File: src/rlis_pkg.sv
// constants for the replicator lock and identification status bank
// assumes a 32-bit axi4-lite slave port on a single 250 mhz clock
//
// What this block does
// - key width flag always reads zero
// - lock engaged flag shows lock state
// - locked interface still reads, writes refused
// - no lock present: key writes ignored
// - lock present flag reads one if lock
// - secure debug level fields read zero
// - nonsecure debug level fields read zero
// - output port count reads two
// - sub class reads replicator code
// - major class reads trace in/out code
// - magic key unlocks, other values lock
// - locked: on-chip writes refused except key
// - status reads zero from external debugger
package rlis_pkg;
    // ------------------------------------------------------------
    // register byte offsets
    // ------------------------------------------------------------
    localparam logic [11:0] RLIS_OFF_CLAIM_SET  = 12'hfa0;  // scratch claim set
    localparam logic [11:0] RLIS_OFF_CLAIM_CLR  = 12'hfa4;  // scratch claim clear
    localparam logic [11:0] RLIS_OFF_LOCK_KEY   = 12'hfb0;  // lock_key_register
    localparam logic [11:0] RLIS_OFF_LOCK_STATE = 12'hfb4;  // lock_state_report
    localparam logic [11:0] RLIS_OFF_AUTH       = 12'hfb8;  // debug_auth_levels
    localparam logic [11:0] RLIS_OFF_CAPS       = 12'hfc8;  // capability_info
    localparam logic [11:0] RLIS_OFF_CLASS      = 12'hfcc;  // component_class
    // ------------------------------------------------------------
    // field positions and fixed values
    // ------------------------------------------------------------
    localparam int          RLIS_RPT_PRESENT_BIT = 0;
    localparam int          RLIS_RPT_ENGAGED_BIT = 1;
    localparam int          RLIS_RPT_WIDTH_BIT   = 2;
    localparam logic [31:0] RLIS_UNLOCK_KEY      = 32'hc5acce55;
    localparam logic [7:0]  RLIS_AUTH_LEVELS     = 8'h00;   // all four fields 0b00
    localparam logic [3:0]  RLIS_PORT_COUNT      = 4'h2;
    localparam logic [3:0]  RLIS_CLASS_SUB       = 4'h2;
    localparam logic [3:0]  RLIS_CLASS_MAJOR     = 4'h2;
    localparam logic        RLIS_LOCK_RESET      = 1'b1;    // locked out of reset
    localparam logic [3:0]  RLIS_CLAIM_RESET     = 4'h0;
    localparam logic [1:0]  RLIS_RESP_OKAY       = 2'h0;
    localparam logic [1:0]  RLIS_RESP_SLVERR     = 2'h2;
endpackage : rlis_pkg

File: src/rlis_top.sv
// axi4-lite slave for lock status and identification registers
// assumes dbg_access_in is a same-clock qualifier for the current access
`timescale 1ns/10ps
`default_nettype none
module rlis_top
(
    input  wire logic        clk_in,         // 250 mhz core clock
    input  wire logic        srst_in,        // sync reset, high
    input  wire logic        ce_in,          // freezes all state when low
    input  wire logic        dbg_access_in,  // access comes from external debugger
    input  wire logic        s_axi_awvalid,
    output logic             s_axi_awready,
    input  wire logic [11:0] s_axi_awaddr,
    input  wire logic [2:0]  s_axi_awprot,
    input  wire logic        s_axi_wvalid,
    output logic             s_axi_wready,
    input  wire logic [31:0] s_axi_wdata,
    input  wire logic [3:0]  s_axi_wstrb,
    output logic             s_axi_bvalid,
    input  wire logic        s_axi_bready,
    output logic [1:0]       s_axi_bresp,
    input  wire logic        s_axi_arvalid,
    output logic             s_axi_arready,
    input  wire logic [11:0] s_axi_araddr,
    input  wire logic [2:0]  s_axi_arprot,
    output logic             s_axi_rvalid,
    input  wire logic        s_axi_rready,
    output logic [31:0]      s_axi_rdata,
    output logic [1:0]       s_axi_rresp,
    output logic             locked_out      // lock engaged, for system use
);
    // ------------------------------------------------------------
    // decode helpers
    // ------------------------------------------------------------
    // word-aligned address match, ignoring byte offset bits
    function automatic logic rlis_hit(input logic [11:0] a, input logic [11:0] off);
        rlis_hit = (a[11:2] == off[11:2]);
    endfunction : rlis_hit

    // a register offset is mapped if any of the known words match
    function automatic logic rlis_mapped(input logic [11:0] a);
        rlis_mapped = rlis_hit(a, rlis_pkg::RLIS_OFF_CLAIM_SET)
                    | rlis_hit(a, rlis_pkg::RLIS_OFF_CLAIM_CLR)
                    | rlis_hit(a, rlis_pkg::RLIS_OFF_LOCK_KEY)
                    | rlis_hit(a, rlis_pkg::RLIS_OFF_LOCK_STATE)
                    | rlis_hit(a, rlis_pkg::RLIS_OFF_AUTH)
                    | rlis_hit(a, rlis_pkg::RLIS_OFF_CAPS)
                    | rlis_hit(a, rlis_pkg::RLIS_OFF_CLASS);
    endfunction : rlis_mapped

    // ------------------------------------------------------------
    // state
    // ------------------------------------------------------------
    logic [11:0] aw_addr_r;    // captured write address
    logic        aw_have_r;    // write address held
    logic [31:0] w_data_r;     // captured write data
    logic [3:0]  w_strb_r;     // captured write strobes
    logic        w_have_r;     // write data held
    logic        wr_fire;      // both halves present, no response pending
    logic        wr_dbg;       // write comes from external debugger
    logic        wr_key;       // write targets key register
    logic        wr_allowed;   // write passes the lock
    logic        key_wr;       // key update strobe
    logic [3:0]  claim_r;      // small claim tag, a writable register
    logic [31:0] rd_word;      // read mux output
    logic        lock_now;     // lock module state
    logic        unused_ok;    // prot bits carry no meaning here

    assign unused_ok = ^{s_axi_awprot, s_axi_arprot};

    // ------------------------------------------------------------
    // write channel capture; order of aw and w is free
    // ------------------------------------------------------------
    always_ff @(posedge clk_in)
    begin
        if (srst_in)
        begin
            aw_have_r     <= 1'b0;
            aw_addr_r     <= 12'h000;
            s_axi_awready <= 1'b0;
        end
        else if (ce_in)
        begin
            if (s_axi_awvalid && s_axi_awready)
            begin
                aw_have_r     <= 1'b1;
                aw_addr_r     <= s_axi_awaddr;
                s_axi_awready <= 1'b0;
            end
            else if (wr_fire)
            begin
                aw_have_r     <= 1'b0;
                s_axi_awready <= 1'b1;
            end
            else
                // ready only while nothing is held
                s_axi_awready <= !aw_have_r;
        end
    end

    always_ff @(posedge clk_in)
    begin
        if (srst_in)
        begin
            w_have_r     <= 1'b0;
            w_data_r     <= 32'h0000_0000;
            w_strb_r     <= 4'h0;
            s_axi_wready <= 1'b0;
        end
        else if (ce_in)
        begin
            if (s_axi_wvalid && s_axi_wready)
            begin
                w_have_r     <= 1'b1;
                w_data_r     <= s_axi_wdata;
                w_strb_r     <= s_axi_wstrb;
                s_axi_wready <= 1'b0;
            end
            else if (wr_fire)
            begin
                w_have_r     <= 1'b0;
                s_axi_wready <= 1'b1;
            end
            else
                s_axi_wready <= !w_have_r;
        end
    end

    // ------------------------------------------------------------
    // write decision
    // ------------------------------------------------------------
    assign wr_fire = aw_have_r && w_have_r && !s_axi_bvalid;
    // sampled at the write's execution; debugger flag must be held with the transfer
    assign wr_dbg  = dbg_access_in;
    assign wr_key  = rlis_hit(aw_addr_r, rlis_pkg::RLIS_OFF_LOCK_KEY);
    assign wr_allowed = wr_dbg || !lock_now || wr_key;
    // key writes from debugger have no lock, ignored
    assign key_wr  = wr_fire && wr_key && !wr_dbg && (w_strb_r == 4'hf);

    rlis_lock u_lock
    (
        .clk_in      (clk_in),
        .srst_in     (srst_in),
        .ce_in       (ce_in),
        .key_wr_in   (key_wr),
        .key_data_in (w_data_r),
        .locked_out  (lock_now)
    );

    // claim tag gives software one writable register to test the lock on
    always_ff @(posedge clk_in)
    begin
        if (srst_in)
            claim_r <= rlis_pkg::RLIS_CLAIM_RESET;
        else if (ce_in && wr_fire && wr_allowed && w_strb_r[0])
        begin
            if (rlis_hit(aw_addr_r, rlis_pkg::RLIS_OFF_CLAIM_SET))
                claim_r <= claim_r | w_data_r[3:0];
            else if (rlis_hit(aw_addr_r, rlis_pkg::RLIS_OFF_CLAIM_CLR))
                claim_r <= claim_r & ~w_data_r[3:0];
        end
    end

    // ------------------------------------------------------------
    // write response; refused writes still answer okay, unmapped slverr
    // ------------------------------------------------------------
    always_ff @(posedge clk_in)
    begin
        if (srst_in)
        begin
            s_axi_bvalid <= 1'b0;
            s_axi_bresp  <= rlis_pkg::RLIS_RESP_OKAY;
        end
        else if (ce_in)
        begin
            if (wr_fire)
            begin
                s_axi_bvalid <= 1'b1;
                // writes to read-only words do nothing
                s_axi_bresp  <= rlis_mapped(aw_addr_r) ? rlis_pkg::RLIS_RESP_OKAY
                                                       : rlis_pkg::RLIS_RESP_SLVERR;
            end
            else if (s_axi_bready)
                s_axi_bvalid <= 1'b0;
        end
    end

    // ------------------------------------------------------------
    // read mux
    // ------------------------------------------------------------
    always_comb
    begin
        rd_word = 32'h0000_0000;
        if (rlis_hit(s_axi_araddr, rlis_pkg::RLIS_OFF_LOCK_STATE))
        begin
            if (!dbg_access_in)
            begin
                rd_word[rlis_pkg::RLIS_RPT_PRESENT_BIT] = 1'b1;
                rd_word[rlis_pkg::RLIS_RPT_ENGAGED_BIT] = lock_now;
                rd_word[rlis_pkg::RLIS_RPT_WIDTH_BIT]   = 1'b0;
            end
        end
        else if (rlis_hit(s_axi_araddr, rlis_pkg::RLIS_OFF_AUTH))
            rd_word[7:0] = rlis_pkg::RLIS_AUTH_LEVELS;
        else if (rlis_hit(s_axi_araddr, rlis_pkg::RLIS_OFF_CAPS))
            rd_word[3:0] = rlis_pkg::RLIS_PORT_COUNT;
        else if (rlis_hit(s_axi_araddr, rlis_pkg::RLIS_OFF_CLASS))
            rd_word[7:0] = {rlis_pkg::RLIS_CLASS_SUB, rlis_pkg::RLIS_CLASS_MAJOR};
        else if (rlis_hit(s_axi_araddr, rlis_pkg::RLIS_OFF_CLAIM_SET))
            rd_word[3:0] = 4'hf;
        else if (rlis_hit(s_axi_araddr, rlis_pkg::RLIS_OFF_CLAIM_CLR))
            rd_word[3:0] = claim_r;
    end

    // ------------------------------------------------------------
    // read channel; one beat answered the edge after the address
    // ------------------------------------------------------------
    always_ff @(posedge clk_in)
    begin
        if (srst_in)
        begin
            s_axi_arready <= 1'b0;
            s_axi_rvalid  <= 1'b0;
            s_axi_rdata   <= 32'h0000_0000;
            s_axi_rresp   <= rlis_pkg::RLIS_RESP_OKAY;
        end
        else if (ce_in)
        begin
            if (s_axi_arvalid && s_axi_arready)
            begin
                s_axi_arready <= 1'b0;
                s_axi_rvalid  <= 1'b1;
                s_axi_rdata   <= rd_word;
                s_axi_rresp   <= rlis_mapped(s_axi_araddr) ? rlis_pkg::RLIS_RESP_OKAY
                                                           : rlis_pkg::RLIS_RESP_SLVERR;
            end
            else if (s_axi_rvalid)
            begin
                if (s_axi_rready)
                    s_axi_rvalid <= 1'b0;
            end
            else
                s_axi_arready <= 1'b1;
        end
    end

    // mirror of lock state as a registered output
    always_ff @(posedge clk_in)
    begin
        if (srst_in)
            locked_out <= rlis_pkg::RLIS_LOCK_RESET;
        else if (ce_in)
            locked_out <= lock_now;
    end
endmodule : rlis_top
`default_nettype wire

File: src/rlis_lock.sv
// software lock state holder
// assumes write strobes come from the bus slave on the same clock
`timescale 1ns/10ps
`default_nettype none
module rlis_lock
(
    input  wire logic        clk_in,      // core clock
    input  wire logic        srst_in,     // sync reset, high
    input  wire logic        ce_in,       // clock enable
    input  wire logic        key_wr_in,   // on-chip write to key register
    input  wire logic [31:0] key_data_in, // written key value
    output logic             locked_out   // lock engaged
);
    // ------------------------------------------------------------
    // lock flip-flop
    // ------------------------------------------------------------
    always_ff @(posedge clk_in)
    begin
        if (srst_in)
            locked_out <= rlis_pkg::RLIS_LOCK_RESET;
        else if (ce_in && key_wr_in)
            locked_out <= (key_data_in != rlis_pkg::RLIS_UNLOCK_KEY);
    end
endmodule : rlis_lock
`default_nettype wire

File: config.mk
export PLATFORM = sky130hd
export DESIGN_NAME = rlis_top
export DESIGN_NICKNAME = d
export VERILOG_FILES = /design/src/rlis_pkg.sv /design/src/rlis_top.sv /design/src/rlis_lock.sv
export SDC_FILE = /design/constraint.sdc
export NUM_CORES = 1
export LEC_CHECK = 0
export CORE_MARGIN = 2
export CORE_UTILIZATION = 55
export CTS_BUF_LIST = sky130_fd_sc_hd__clkbuf_4
export DETAILED_ROUTE_END_ITERATION = 8
export DONT_BUFFER_PORTS = 1
export GPL_ROUTABILITY_DRIVEN = 0
export PLACE_DENSITY_LB_ADDON = 0.05
export SYNTH_ARGS = -nofsm -noshare
export SYNTH_HDL_FRONTEND = slang
export SYNTH_HIERARCHICAL = 1
export SYNTH_SLANG_ARGS = --single-unit
File: constraint.sdc
create_clock -name clk_in -period 5.1 [get_ports clk_in]
set_clock_uncertainty 0.15 [all_clocks]
set_input_delay 0.765 -clock clk_in [delete_from_list [all_inputs] [get_ports clk_in]]
set_output_delay 0.765 -clock clk_in [all_outputs]
set_load 0.03 [all_outputs]
Word level (Yosys, flattened, before mapping)
Index checks and enable logic that the tools add are counted.
{"block": "op_classes", "eq_ne": 17, "n_mux": 28, "bitwise_logic": 15, "n_reduce_logical": 32}
{"op": "== test 10 bit (second input constant)", "n": 14}
{"op": "inequality test 32 bit (second input constant)", "n": 1}
{"op": "two-way mux 4 bit", "n": 6}
{"op": "AND reduction 2 bit", "n": 9}
{"op": "two-way mux 1 bit", "n": 14}
{"op": "logical AND 1 bit", "n": 12}
{"op": "bitwise OR 1 bit", "n": 12}
{"op": "two-way mux 2 bit", "n": 5}
{"op": "two-way mux 8 bit", "n": 1}
{"op": "nonzero test 2 bit", "n": 4}
{"op": "zero test 1 bit", "n": 5}
{"op": "two-way mux 5 bit", "n": 1}
{"op": "bitwise AND 4 bit", "n": 1}
{"op": "== test 4 bit (second input constant)", "n": 1}
{"op": "NOT 4 bit", "n": 1}
{"op": "bitwise OR 4 bit", "n": 1}
{"op": "two-way mux 3 bit", "n": 1}
{"op": "logical OR 1 bit", "n": 2}
{"op": "inequality test 2 x 1 -> 1 bit (second input constant)", "n": 1}
{"block": "word_totals", "ff_bits": 73, "output_inout_bits": 42, "word_cells": 108}

Depth between registers and ports, before layout
Gate-level depths: netlist (run 1).
{"block": "depth", "depth_word": 8, "mapped_depth": 6, "ltp_nobuf": 6}

Modules after synthesis
The synthesis (run 1) kept the hierarchy.
{"mod": "rlis_top", "instances": 1, "cells_per_inst": 350, "area_each_um2": 2793.9}
{"mod": "rlis_lock", "instances": 1, "cells_per_inst": 15, "area_each_um2": 145.1}

Worst setup path after synthesis (run 1)
OpenSTA, ideal clock, no wires.
{"block": "synth_timing", "path_type": "input to register", "startpoint": "input ce_in", "endpoint": "register (tool-made name)", "arrival_ns": 1.676, "t_required_ns": 4.831, "setup_slack_ns": 3.155, "path_stages": 4, "n_path_buf": 0, "cell_sequence": "nand4b_2 -> nor4b_1 -> nand3_1 -> mux2i_1"}
{"item": "start: declaration", "line": "rlis_top.sv:9", "source": "input wire logic ce_in,"}

==> results of run 1 <==
-- kinds of logic (layout without fill, tap and decap cells) --
group / Yosys count / count (layout) / share of synthesized area
AOI/OAI and AO/OA: 71 / 71 / 0.1350
buffers and inverters: 49 / 21 / 0.1005
DFF: 66 / 66 / 0.4496
muxes: 4 / 4 / 0.01362
other: 1 / 29 / 0.001276
and+or+nand+nor: 174 / 174 / 0.3001
-- registers in the layout, summed over array words and instances, names as in the netlist, named ones only --
name and count:
locked_out 1, w_strb_r 4, s_axi_rresp 1, s_axi_arready 1
s_axi_awready 1, s_axi_bresp 1, aw_have_r 1, s_axi_rvalid 1
s_axi_rdata 5, s_axi_wready 1, u_lock/locked_out 1, aw_addr_r 10
s_axi_bvalid 1, w_have_r 1, w_data_r 32
-- final cells by class --
type	count	area, um2	area share
flip-flops and latches	66	1321	0.4418
well taps	70	87.58	0.02929
clock inverters	5	45.04	0.01506
inverters	3	11.26	0.003766
multi-input cells	278	1428	0.4774
repair buffers	2	15.01	0.005021
clock buffers	11	82.58	0.02762
-- worst max-delay path, delay by kind of cell (launching register included) --
family	cells	cell delay, ps
mux	1	160
flops	1	450
simple gates	3	1210
-- synth_stat cells, types with 2 or more instances --
| cell | count | area [um2] |
|---|---|---|
| and3_1 | 4 | 25.02 |
| nor4bb_1 | 2 | 20.02 |
| nor3_1 | 6 | 30.03 |
| nor2b_1 | 3 | 18.77 |
| dfxtp_1 | 66 | 1321 |
| buf_4 | 29 | 217.7 |
| nand4bb_1 | 5 | 56.30 |
| nand3b_1 | 2 | 15.01 |
| buf_2 | 2 | 10.01 |
| nor2_1 | 11 | 41.29 |
| a21oi_1 | 57 | 285.3 |
| inv_1 | 3 | 11.26 |
| nand2_1 | 107 | 401.6 |
| o2111ai_1 | 2 | 17.52 |
| nand4b_1 | 4 | 35.03 |
| nor4_1 | 2 | 12.51 |
| mux2i_1 | 4 | 40.04 |
| a221oi_1 | 2 | 17.52 |
| a22oi_1 | 3 | 22.52 |
| nand3_1 | 11 | 55.05 |
| or2b_1 | 5 | 37.54 |
| clkbuf_1 | 14 | 52.55 |
| nand2b_1 | 3 | 18.77 |
-- power groups by stage --
stage / registers (mW) / logic, mW / clock network [mW]
2_1_floorplan: 0.553 / 0.0827 / 0
3_3_place_gp: 0.555 / 0.0618 / 0
3_5_place_dp: 0.555 / 0.0630 / 0
4_1_cts: 0.544 / 0.0630 / 0.337
5_1_grt: 0.545 / 0.0700 / 0.357
6_report: 0.543 / 0.0629 / 0.326
-- layer usage --
layer  GRT usage  vias to the layer above
met2      0.3246                       74
met3     0.05529                        9
met1      0.2522                     1053
met5           0                        -
li1            -                     1175
met4     0.09643                        0
-- how the worst min path moves through the flow --
stage | start | cells past startpoint | endpoint | slack (ps)
global placement | w_data_r[8] | 2 | w_data_r[8] | 280
global route | srst_in | 1 | aw_addr_r[5] | 250
detailed placement | w_data_r[24] | 2 | w_data_r[24] | 290
finish | srst_in | 1 | w_data_r[11] | 270
CTS | srst_in | 1 | w_data_r[9] | 250
floorplan | w_data_r[13] | 2 | w_data_r[13] | 280
==> results.md, run 1 <==
- Synth unique cells: 41
- Final core occ: 0.5818
- Fin. Hold Viols: 0
- Highest metal used: met4
- Die W: 77.10 um
- Finished Cell Area: 0.002990 mm2
- Final min period: 2079 ps
- Static Leak: 1.044 nW
- Most used DFF post-synth: dfxtp_1
- Fin nets: 435
- Pre-antenna DRT Iters: 4
- Core region area: 0.005140 mm2
- Comb power frac: 0.067
- Setup TNS: 0 ps
- DRC: 0
- Share of cells above drive strength 1: 0.05479
- First-pass GRT wire length: 9591 um
- Area Growth Syn to Fin: 1.745%
- Post-CTS Setup Inserts: 0
- Met3 routed WL: 391 um
- Highest net fanout along the worst path: 6
- CP Launch Type: register
- Most common cell after layout, fill and taps aside: nand2_1
- # port buffers: 0
- Crit path setup slack, layout: 3021 ps
- Synth warnings: 6
- GRT Total Usage: 0.2024
- Initial DRC Count: 78
- Internal: 0.6981 mW
- Worst Hold Slack: 274.0 ps
- Diode count: 0
- Max-Cap Viols: 0
- CTS buffer count: 9
- Hold Path Class: in2reg
- R2R depth: 4
- Post-Syn Instances: 365
- Wirelength, routed: 5821 um
- FF-to-FF setup slack: 3020 ps
- Initial Util: 0.5718
- Overall Power: 0.9328 mW
- Critical path endpoint category: register
- H-tree depth: 3
- Async set-reset flop share out of synthesis: 0
- Final Cycle Share: 0.4076
- Clock buffer depth: 2
- Worst setup path startpoint: s_axi_bvalid
- # fillers: 538
- RSZ-0062 raised after global routing: false
- Largest net degree at the start of global routing: 69
- DR WL met2: 2677 um
- Hold-fix buffers, CTS: 0
- Placed cells: 419
- CTS tree: built
- Final setup fails: 0
- Power Dens Cells: 311.9 mW/mm2
- Clock Power Share: 0.350
- CP max stage delay: 650 ps
- Max transition margin: 0.5212
- Worst skew pair latency: 390 ps
- Dpl ws: 2897 ps
- Synthesis-stage register bit count: 66
- Cells resized by post-CTS repair: 0
- Synth Area per Inst: 8.052 um2
- Critical path's slowest cell: nor4b_1
- Die H: 77.10 um
- DR WL/cell: 13.38 um
- Vias in the first global route: 2166
- M1 WL: 2653 um
- Post-synthesis sequential area ratio: 0.4496
- Seq pwr share: 0.583
- DR vias: 2311
- Post-synth EDFFs: 0
- Outcome: finished clean
- Placement Rows: 26
- Net switching power: 0.2346 mW
- Crit-path cells: nand4b_2, nor4b_1, nand3_1, mux2i_1
- Vias per inst: 5.313
- Post-route insts no fill: 435
- Placed cell area: 0.002863 mm2
- CP Class: reg2reg
- Critical register-to-register path startpoint: s_axi_bvalid
- Crit path DAT: 2210 ps
- Net Sw Frac: 0.2515
- GRT overflow: 0
- CTS Root Cell: clkbuf_4
- DPL Wire Length: 3996 um
- Max Freq: 481.0 MHz
- Most frequent cells in the layout: nand2_1, dfxtp_1, a21oi_1
- Clock Sinks: 66
- Slew Limit Fails: 0
- Crit path required time: 5230 ps
- Reg clk slew, reported paths: 110 ps
- Routed Antenna Nets: 0
- Max VDD drop: 0.0001503 V
- Initial antenna violation count: 0
- Die area: 0.005944 mm2
- Pin slew with the least headroom to its limit: 708.3 ps
- Synthesized area: 0.002939 mm2
- Ports: 117
No activity file was read; power rests on OpenSTA's default activity.
==> run 2, diff against run 1 <==
- clock period: 5.1 -> 1.85 ns (I/O delays scaled with it)
==> run 2 against run 1 <==
Clock power is 120% higher. Global-route usage is 4.5 points higher. Routed wire length is 20% higher. Non-clock buffer count is 76 higher. Largest power group unchanged. The run now ends with setup timing left. Cell count is 17% higher. Fmax is 12% higher. Total power grew to 2.7 times the previous value. Hold slack worse by 270 ps. Die area stayed put. Register-to-register slack worse by 3000 ps. Flip-flop and latch count stayed put. First-iteration DRC count is 90% higher.
==> results.md, run 2 (synthesized netlist as in run 1, its figures left out) <==
- Reg clk slew, reported paths: 100 ps (about the same)
- Reg-to-Reg End: u_lock/locked_out
- CP Launch Type: register
- Die W: 77.10 um (unchanged)
- CTS tree: built
- Min-Delay Endpoint: s_axi_rdata[3]
- Worst hold start: s_axi_araddr[2]
- Fin. Hold Viols: 0 (unchanged)
- Area Growth Syn to Fin: 27.16%
- Final core occ: 0.7271 (+0.1453)
- Max VDD drop: 0.0004756 V (+220%)
- Pre-antenna DRT Iters: 4 (unchanged)
- Initial DRC Count: 148 (+90%)
- FF+latch area: 0.001329 mm2 (+0.57%)
- GRT overflow: 0 (unchanged)
- Initial Util: 0.5718 (unchanged)
- Worst skew pair latency: 410 ps (+20 ps)
- Clock buffer depth: 2 (unchanged)
- CP Class: reg2reg
- DR WL/cell: 13.83 um (+3.3%)
- GRT Total Usage: 0.2470 (+0.04462)
- Hold Path Cell Cnt: 3 (+2)
- Core region area: 0.005140 mm2 (unchanged)
- Largest Register: w_data_r
- Slew Limit Fails: 0 (unchanged)
- Crit path setup slack, layout: -14.00 ps (-3035 ps)
- Most common cell after layout, fill and taps aside: nand2_1
- Placement Rows: 26 (unchanged)
- Outcome: complete, but fails checks
- Setup TNS: -14.00 ps (-14.00 ps)
- R2R depth: 6 (+2)
- Clock Sinks: 66 (unchanged)
- Initial antenna violation count: 0 (unchanged)
- Biggest regs: w_data_r (32), aw_addr_r (10), s_axi_rdata (5)
- Routed Antenna Nets: 0 (unchanged)
- Largest net degree at the start of global routing: 68 (-1.4%)
- Critical path endpoint category: register
- Vias in the first global route: 2552 (+18%)
- Max Freq: 536.5 MHz (+12%)
- Post-CTS Setup Inserts: 0 (unchanged)
- H-tree depth: 3 (unchanged)
- Static Leak: 1.393 nW (+33%)
- Share of cells above drive strength 1: 0.1030 (+0.04818)
- Crit path DAT: 2000 ps (-210 ps)
- Final min period: 1864 ps (-215.0 ps)
- DR vias: 2632 (+14%)
- DR WL met2: 3447 um (+29%)
- Power Dens Cells: 682.2 mW/mm2 (+120%)
- Multi-input gate area: 0.001460 mm2 (+2.3%)
- DPL Wire Length: 4194 um (+5.0%)
- CTS buffer count: 9 (unchanged)
- M1 WL: 3032 um (+14%)
- Fin nets: 511 (+17%)
- Final setup fails: 1 (+1)
- Post-route insts no fill: 507 (+17%)
- Failing checks: setup timing
- Final Cycle Share: 1.008 (+0.5999)
- Ports: 117 (unchanged)
- CTS Root Cell: clkbuf_4
- RSZ-0062 raised after global routing: true
- Critical register-to-register path startpoint: aw_addr_r[6]
- DRC: 0 (unchanged)
- Hold Path Class: in2reg
- FF-to-FF setup slack: -10 ps (-3040 ps)
- Vias per inst: 5.191 (-2.3%)
- Most frequent cells in the layout: nand2_1, dfxtp_1, dlygate4sd3_1
- Max-Cap Viols: 0 (unchanged)
- Highest metal used: met4
- Die H: 77.10 um (unchanged)
- Max FFs per register: 32 (unchanged)
- Wirelength, routed: 7011 um (+20%)
- Diode count: 0 (unchanged)
- Crit path required time: 1980 ps (-3250 ps)
- Die area: 0.005944 mm2 (unchanged)
- Highest net fanout along the worst path: 3 (-3)
- First-pass GRT wire length: 11680 um (+22%)
- Placed cells: 435 (+3.8%)
- # port buffers: 0 (unchanged)
- Met3 routed WL: 383 um (-2.0%)
- # fillers: 401 (-25%)
- Worst setup path startpoint: aw_addr_r[6]
## run 2: routing by layer
layer / track usage / up-vias
li1: - / 1329
met2: 0.4263 / 73
met4: 0.1107 / 0
met5: 0 / -
met1: 0.2935 / 1217
met3: 0.05412 / 13
## run 2: worst max-delay path by stage
| stage | to | slack (ps) |
|---|---|---|
| finish | u_lock/locked_out | -10 |
| global route | u_lock/locked_out | -100 |
| CTS | u_lock/locked_out | -30 |
| detailed placement | u_lock/locked_out | -60 |
| global placement | u_lock/locked_out | -40 |
| floorplan | u_lock/locked_out | 40 |
## run 2: layout make-up
type / count / area share
Clock inverter: 2 / 0.002343
Timing Repair Buffer: 78 / 0.2049
Tap cell: 70 / 0.02343
Clock buffer: 10 / 0.02009
Sequential cell: 66 / 0.3555
Inverter: 3 / 0.003013
Multi-Input combinational cell: 278 / 0.3907
## run 2: stage by stage
step / instance area (um2) / power, mW / hold slack (ps) / setup WS [ps]
after floorplan: 3044 / 1.752 / 263.5 / 42.20
after global placement: 2995 / 1.719 / 200.9 / -35.27
after detailed placement: 2995 / 1.723 / 202.8 / -55.67
after global routing: 3737 / 2.651 / 43.26 / -104.5
after CTS: 3709 / 2.555 / 1.458 / -33.75
final: 3737 / 2.550 / 7.245 / -14.00
## run 2: worst max-delay path, stage by stage, from the launching register on
cell,delay (ps)
dfxtp_2,330
nand2b_4,130
or4_4,490
nor4_4,140
nand2_1,110
nor4b_2,270
a32oi_1,120
## run 2: repair_timing
item	in CTS	in global routing
endpoints found under the setup margin	1	4
hold buffers	60	0
cloned	0	0
resized for setup	3	8
hold endpoints to repair	66	0
pin swaps	0	3
## run 2: report_power, final
group          internal [mW]  total, mW  switching [mW]  leakage (nW)
combinational          0.150      0.348           0.197         0.805
clock                  0.256      0.720           0.464        0.0515
sequential              1.45       1.48          0.0284         0.537
==> run 3, diff against run 2 <==
- CELL_PAD_IN_SITES_DETAIL_PLACEMENT: unset -> 0
- CELL_PAD_IN_SITES_GLOBAL_PLACEMENT: unset -> 1
- CORE_UTILIZATION: 55 -> 42
==> run 3 against run 2 <==
The run now ends clean. Total power decreased by 0.23%. Combinational power shrank 2%. Die area is 29% higher. Sequential share of layout area decreased by 0.31 points. Via count is 0.49% lower. Critical path depth unchanged. Clock power about the same. Fmax is 3.0% higher. Cell area rose by 0.60%. Register-to-register slack improved by 50 ps. Largest power group unchanged.
==> results.md, run 3 (synthesized netlist as in run 1, its figures left out) <==
- Outcome: finished clean
- Largest Register: w_data_r
- Critical register-to-register path startpoint: aw_addr_r[6]
- Highest net fanout along the worst path: 3 (unchanged)
- Die W: 87.65 um (+14%)
- GRT overflow: 0 (unchanged)
- CP Launch Type: register
- Reg clk slew, reported paths: 100 ps (about the same)
- Final min period: 1810 ps (-54.44 ps)
- Crit-path cells: nand2b_4, or4_4, nor4_2, nand2_1, nor4b_2, a32oi_1
- Initial antenna violation count: 0 (unchanged)
- Crit path capture: u_lock/locked_out
- Static Leak: 1.387 nW (-0.41%)
- Initial Util: 0.4326 (-0.1392)
- Critical path endpoint category: register
- Die area: 0.007683 mm2 (+29%)
- Max FFs per register: 32 (unchanged)
- Crit path DAT: 1930 ps (-70 ps)
- Max Freq: 552.6 MHz (+3.0%)
- Clock Sinks: 66 (unchanged)
- Share of cells above drive strength 1: 0.09524 (-0.007737)
- Fin nets: 512 (+0.20%)
- Reg-to-Reg End: u_lock/locked_out
- Highest metal used: met4
- Cell count along the critical path: 6 (unchanged)
- # port buffers: 0 (unchanged)
- H-tree depth: 3 (unchanged)
- # fillers: 686 (+71%)
- Final setup fails: 0 (-1)
- DR vias: 2619 (-0.49%)
- CTS buffer count: 9 (unchanged)
- Vias per inst: 4.877 (-6.1%)
- Worst skew pair latency: 400 ps (about the same)
- DRC: 0 (unchanged)
- RSZ-0062 raised after global routing: true
- Clock buffer depth: 2 (unchanged)
- Slew Limit Fails: 0 (unchanged)
- Final Cycle Share: 0.9781 (-0.02943)
- Dpl ws: -87.71 ps (-32.04 ps)
- CP Class: reg2reg
- Routed Antenna Nets: 0 (unchanged)
- Most frequent cells in the layout: nand2_1, dfxtp_1, dlygate4sd3_1
- Vias in the first global route: 2398 (-6.0%)
- Met3 routed WL: 457 um (+19%)
- Initial DRC Count: 97 (-34%)
- Max-Cap Viols: 0 (unchanged)
- Diode count: 0 (unchanged)
- R2R depth: 6 (unchanged)
- Core region area: 0.006794 mm2 (+32%)
- Area Growth Syn to Fin: 27.93%
- Largest net degree at the start of global routing: 68 (unchanged)
- CTS tree: built
- Hold Path Class: in2reg
- Most common cell after layout, fill and taps aside: nand2_1
- Worst setup path startpoint: aw_addr_r[6]
- DPL Wire Length: 4528 um (+8.0%)
- Pre-antenna DRT Iters: 4 (unchanged)
- CTS Root Cell: clkbuf_4
- DR WL/cell: 13.00 um (-6.0%)
- Crit path setup slack, layout: 40.44 ps (+54.44 ps)
- Max VDD drop: 0.0004664 V (-1.9%)
- Power Dens Cells: 676.6 mW/mm2 (-0.83%)
- FF-to-FF setup slack: 40 ps (+50 ps)
- Biggest regs: w_data_r (32), aw_addr_r (10), s_axi_rdata (5)
- Max transition margin: 0.6685
- Critical path's slowest cell: or4_4
- Placement Rows: 30 (+15%)
- GRT Total Usage: 0.1860 (-0.06104)
- Wirelength, routed: 6982 um (-0.41%)
- Die H: 87.65 um (+14%)
- Worst Hold Slack: 46.79 ps (+39.54 ps)
- DR WL met2: 3213 um (-6.8%)
- Ports: 117 (unchanged)
- First-pass GRT wire length: 10980 um (-6.0%)
- CP delay by family, top: simple AND/OR/NAND/NOR gates
- Worst Path Buf+Inv: 0 (unchanged)
- CP max stage delay: 480 ps (about the same)
- Pin slew with the least headroom to its limit: 493.4 ps
- Fin. Hold Viols: 0 (unchanged)
- Crit path required time: 1970 ps (about the same)
- M1 WL: 3278 um (+8.1%)
==> run 3: report_power, final <==
part | internal, mW | switching (mW)
clock | 0.247 | 0.473
combinational | 0.146 | 0.194
sequential | 1.45 | 0.0295
==> run 3: worst min-delay path by stage <==
stage,start,end,slack [ps],cells after the start
floorplan,s_axi_wdata[10],w_data_r[10],260,2
global placement,srst_in,aw_addr_r[4],200,1
detailed placement,srst_in,s_axi_rdata[0],200,1
CTS,s_axi_araddr[9],s_axi_rdata[5],10,4
global route,s_axi_araddr[9],s_axi_rdata[5],20,4
finish,s_axi_araddr[2],s_axi_rdata[2],50,3
==> run 3: area by class of cell <==
class,instances,area [um2],share of cell area
timing repair buffer,79,773.2,0.2057
sequential,66,1325,0.3524
inverter,3,11.26,0.002995
multi-input combinational,278,1438,0.3824
clock buffer,9,67.56,0.01797
clock inverter,6,25.02,0.006656
tap,96,120.1,0.03195
==> run 3: tightest hold or removal path, cell delays in order <==
cell       delay [ps]
inv_1              30
o2111ai_1         170
a21oi_1            70
==> run 3: through the flow <==
stage | setup TNS (ps) | area (um2) | utilization | cells | total power [mW]
after global placement | -35.08 | 3035 | 0.4468 | 462 | 1.721
after CTS | 0 | 3752 | 0.5523 | 537 | 2.575
after floorplan | 0 | 3044 | - | 393 | 1.752
after global routing | -15.14 | 3760 | 0.5534 | 537 | 2.680
final | 0 | 3760 | 0.5534 | 537 | 2.544
after detailed placement | -87.71 | 3035 | 0.4468 | 462 | 1.723
==> run 3: timing repair <==
action | 4_1_cts | 5_1_grt
setup buffers | 0 | 0
endpoints found under the hold margin | 66 | 0
pin swaps | 2 | 0
hold buffers | 60 | 0
cloned | 0 | 0
gates resized for setup | 1 | 4
setup endpoints to repair | 1 | 2
==> run 3: metal layers <==
layer  GRT usage  vias up
met4     0.04615        0
met3     0.06409        6
li1            -     1339
met2      0.3030       94
met5           0        -
met1      0.2371     1180
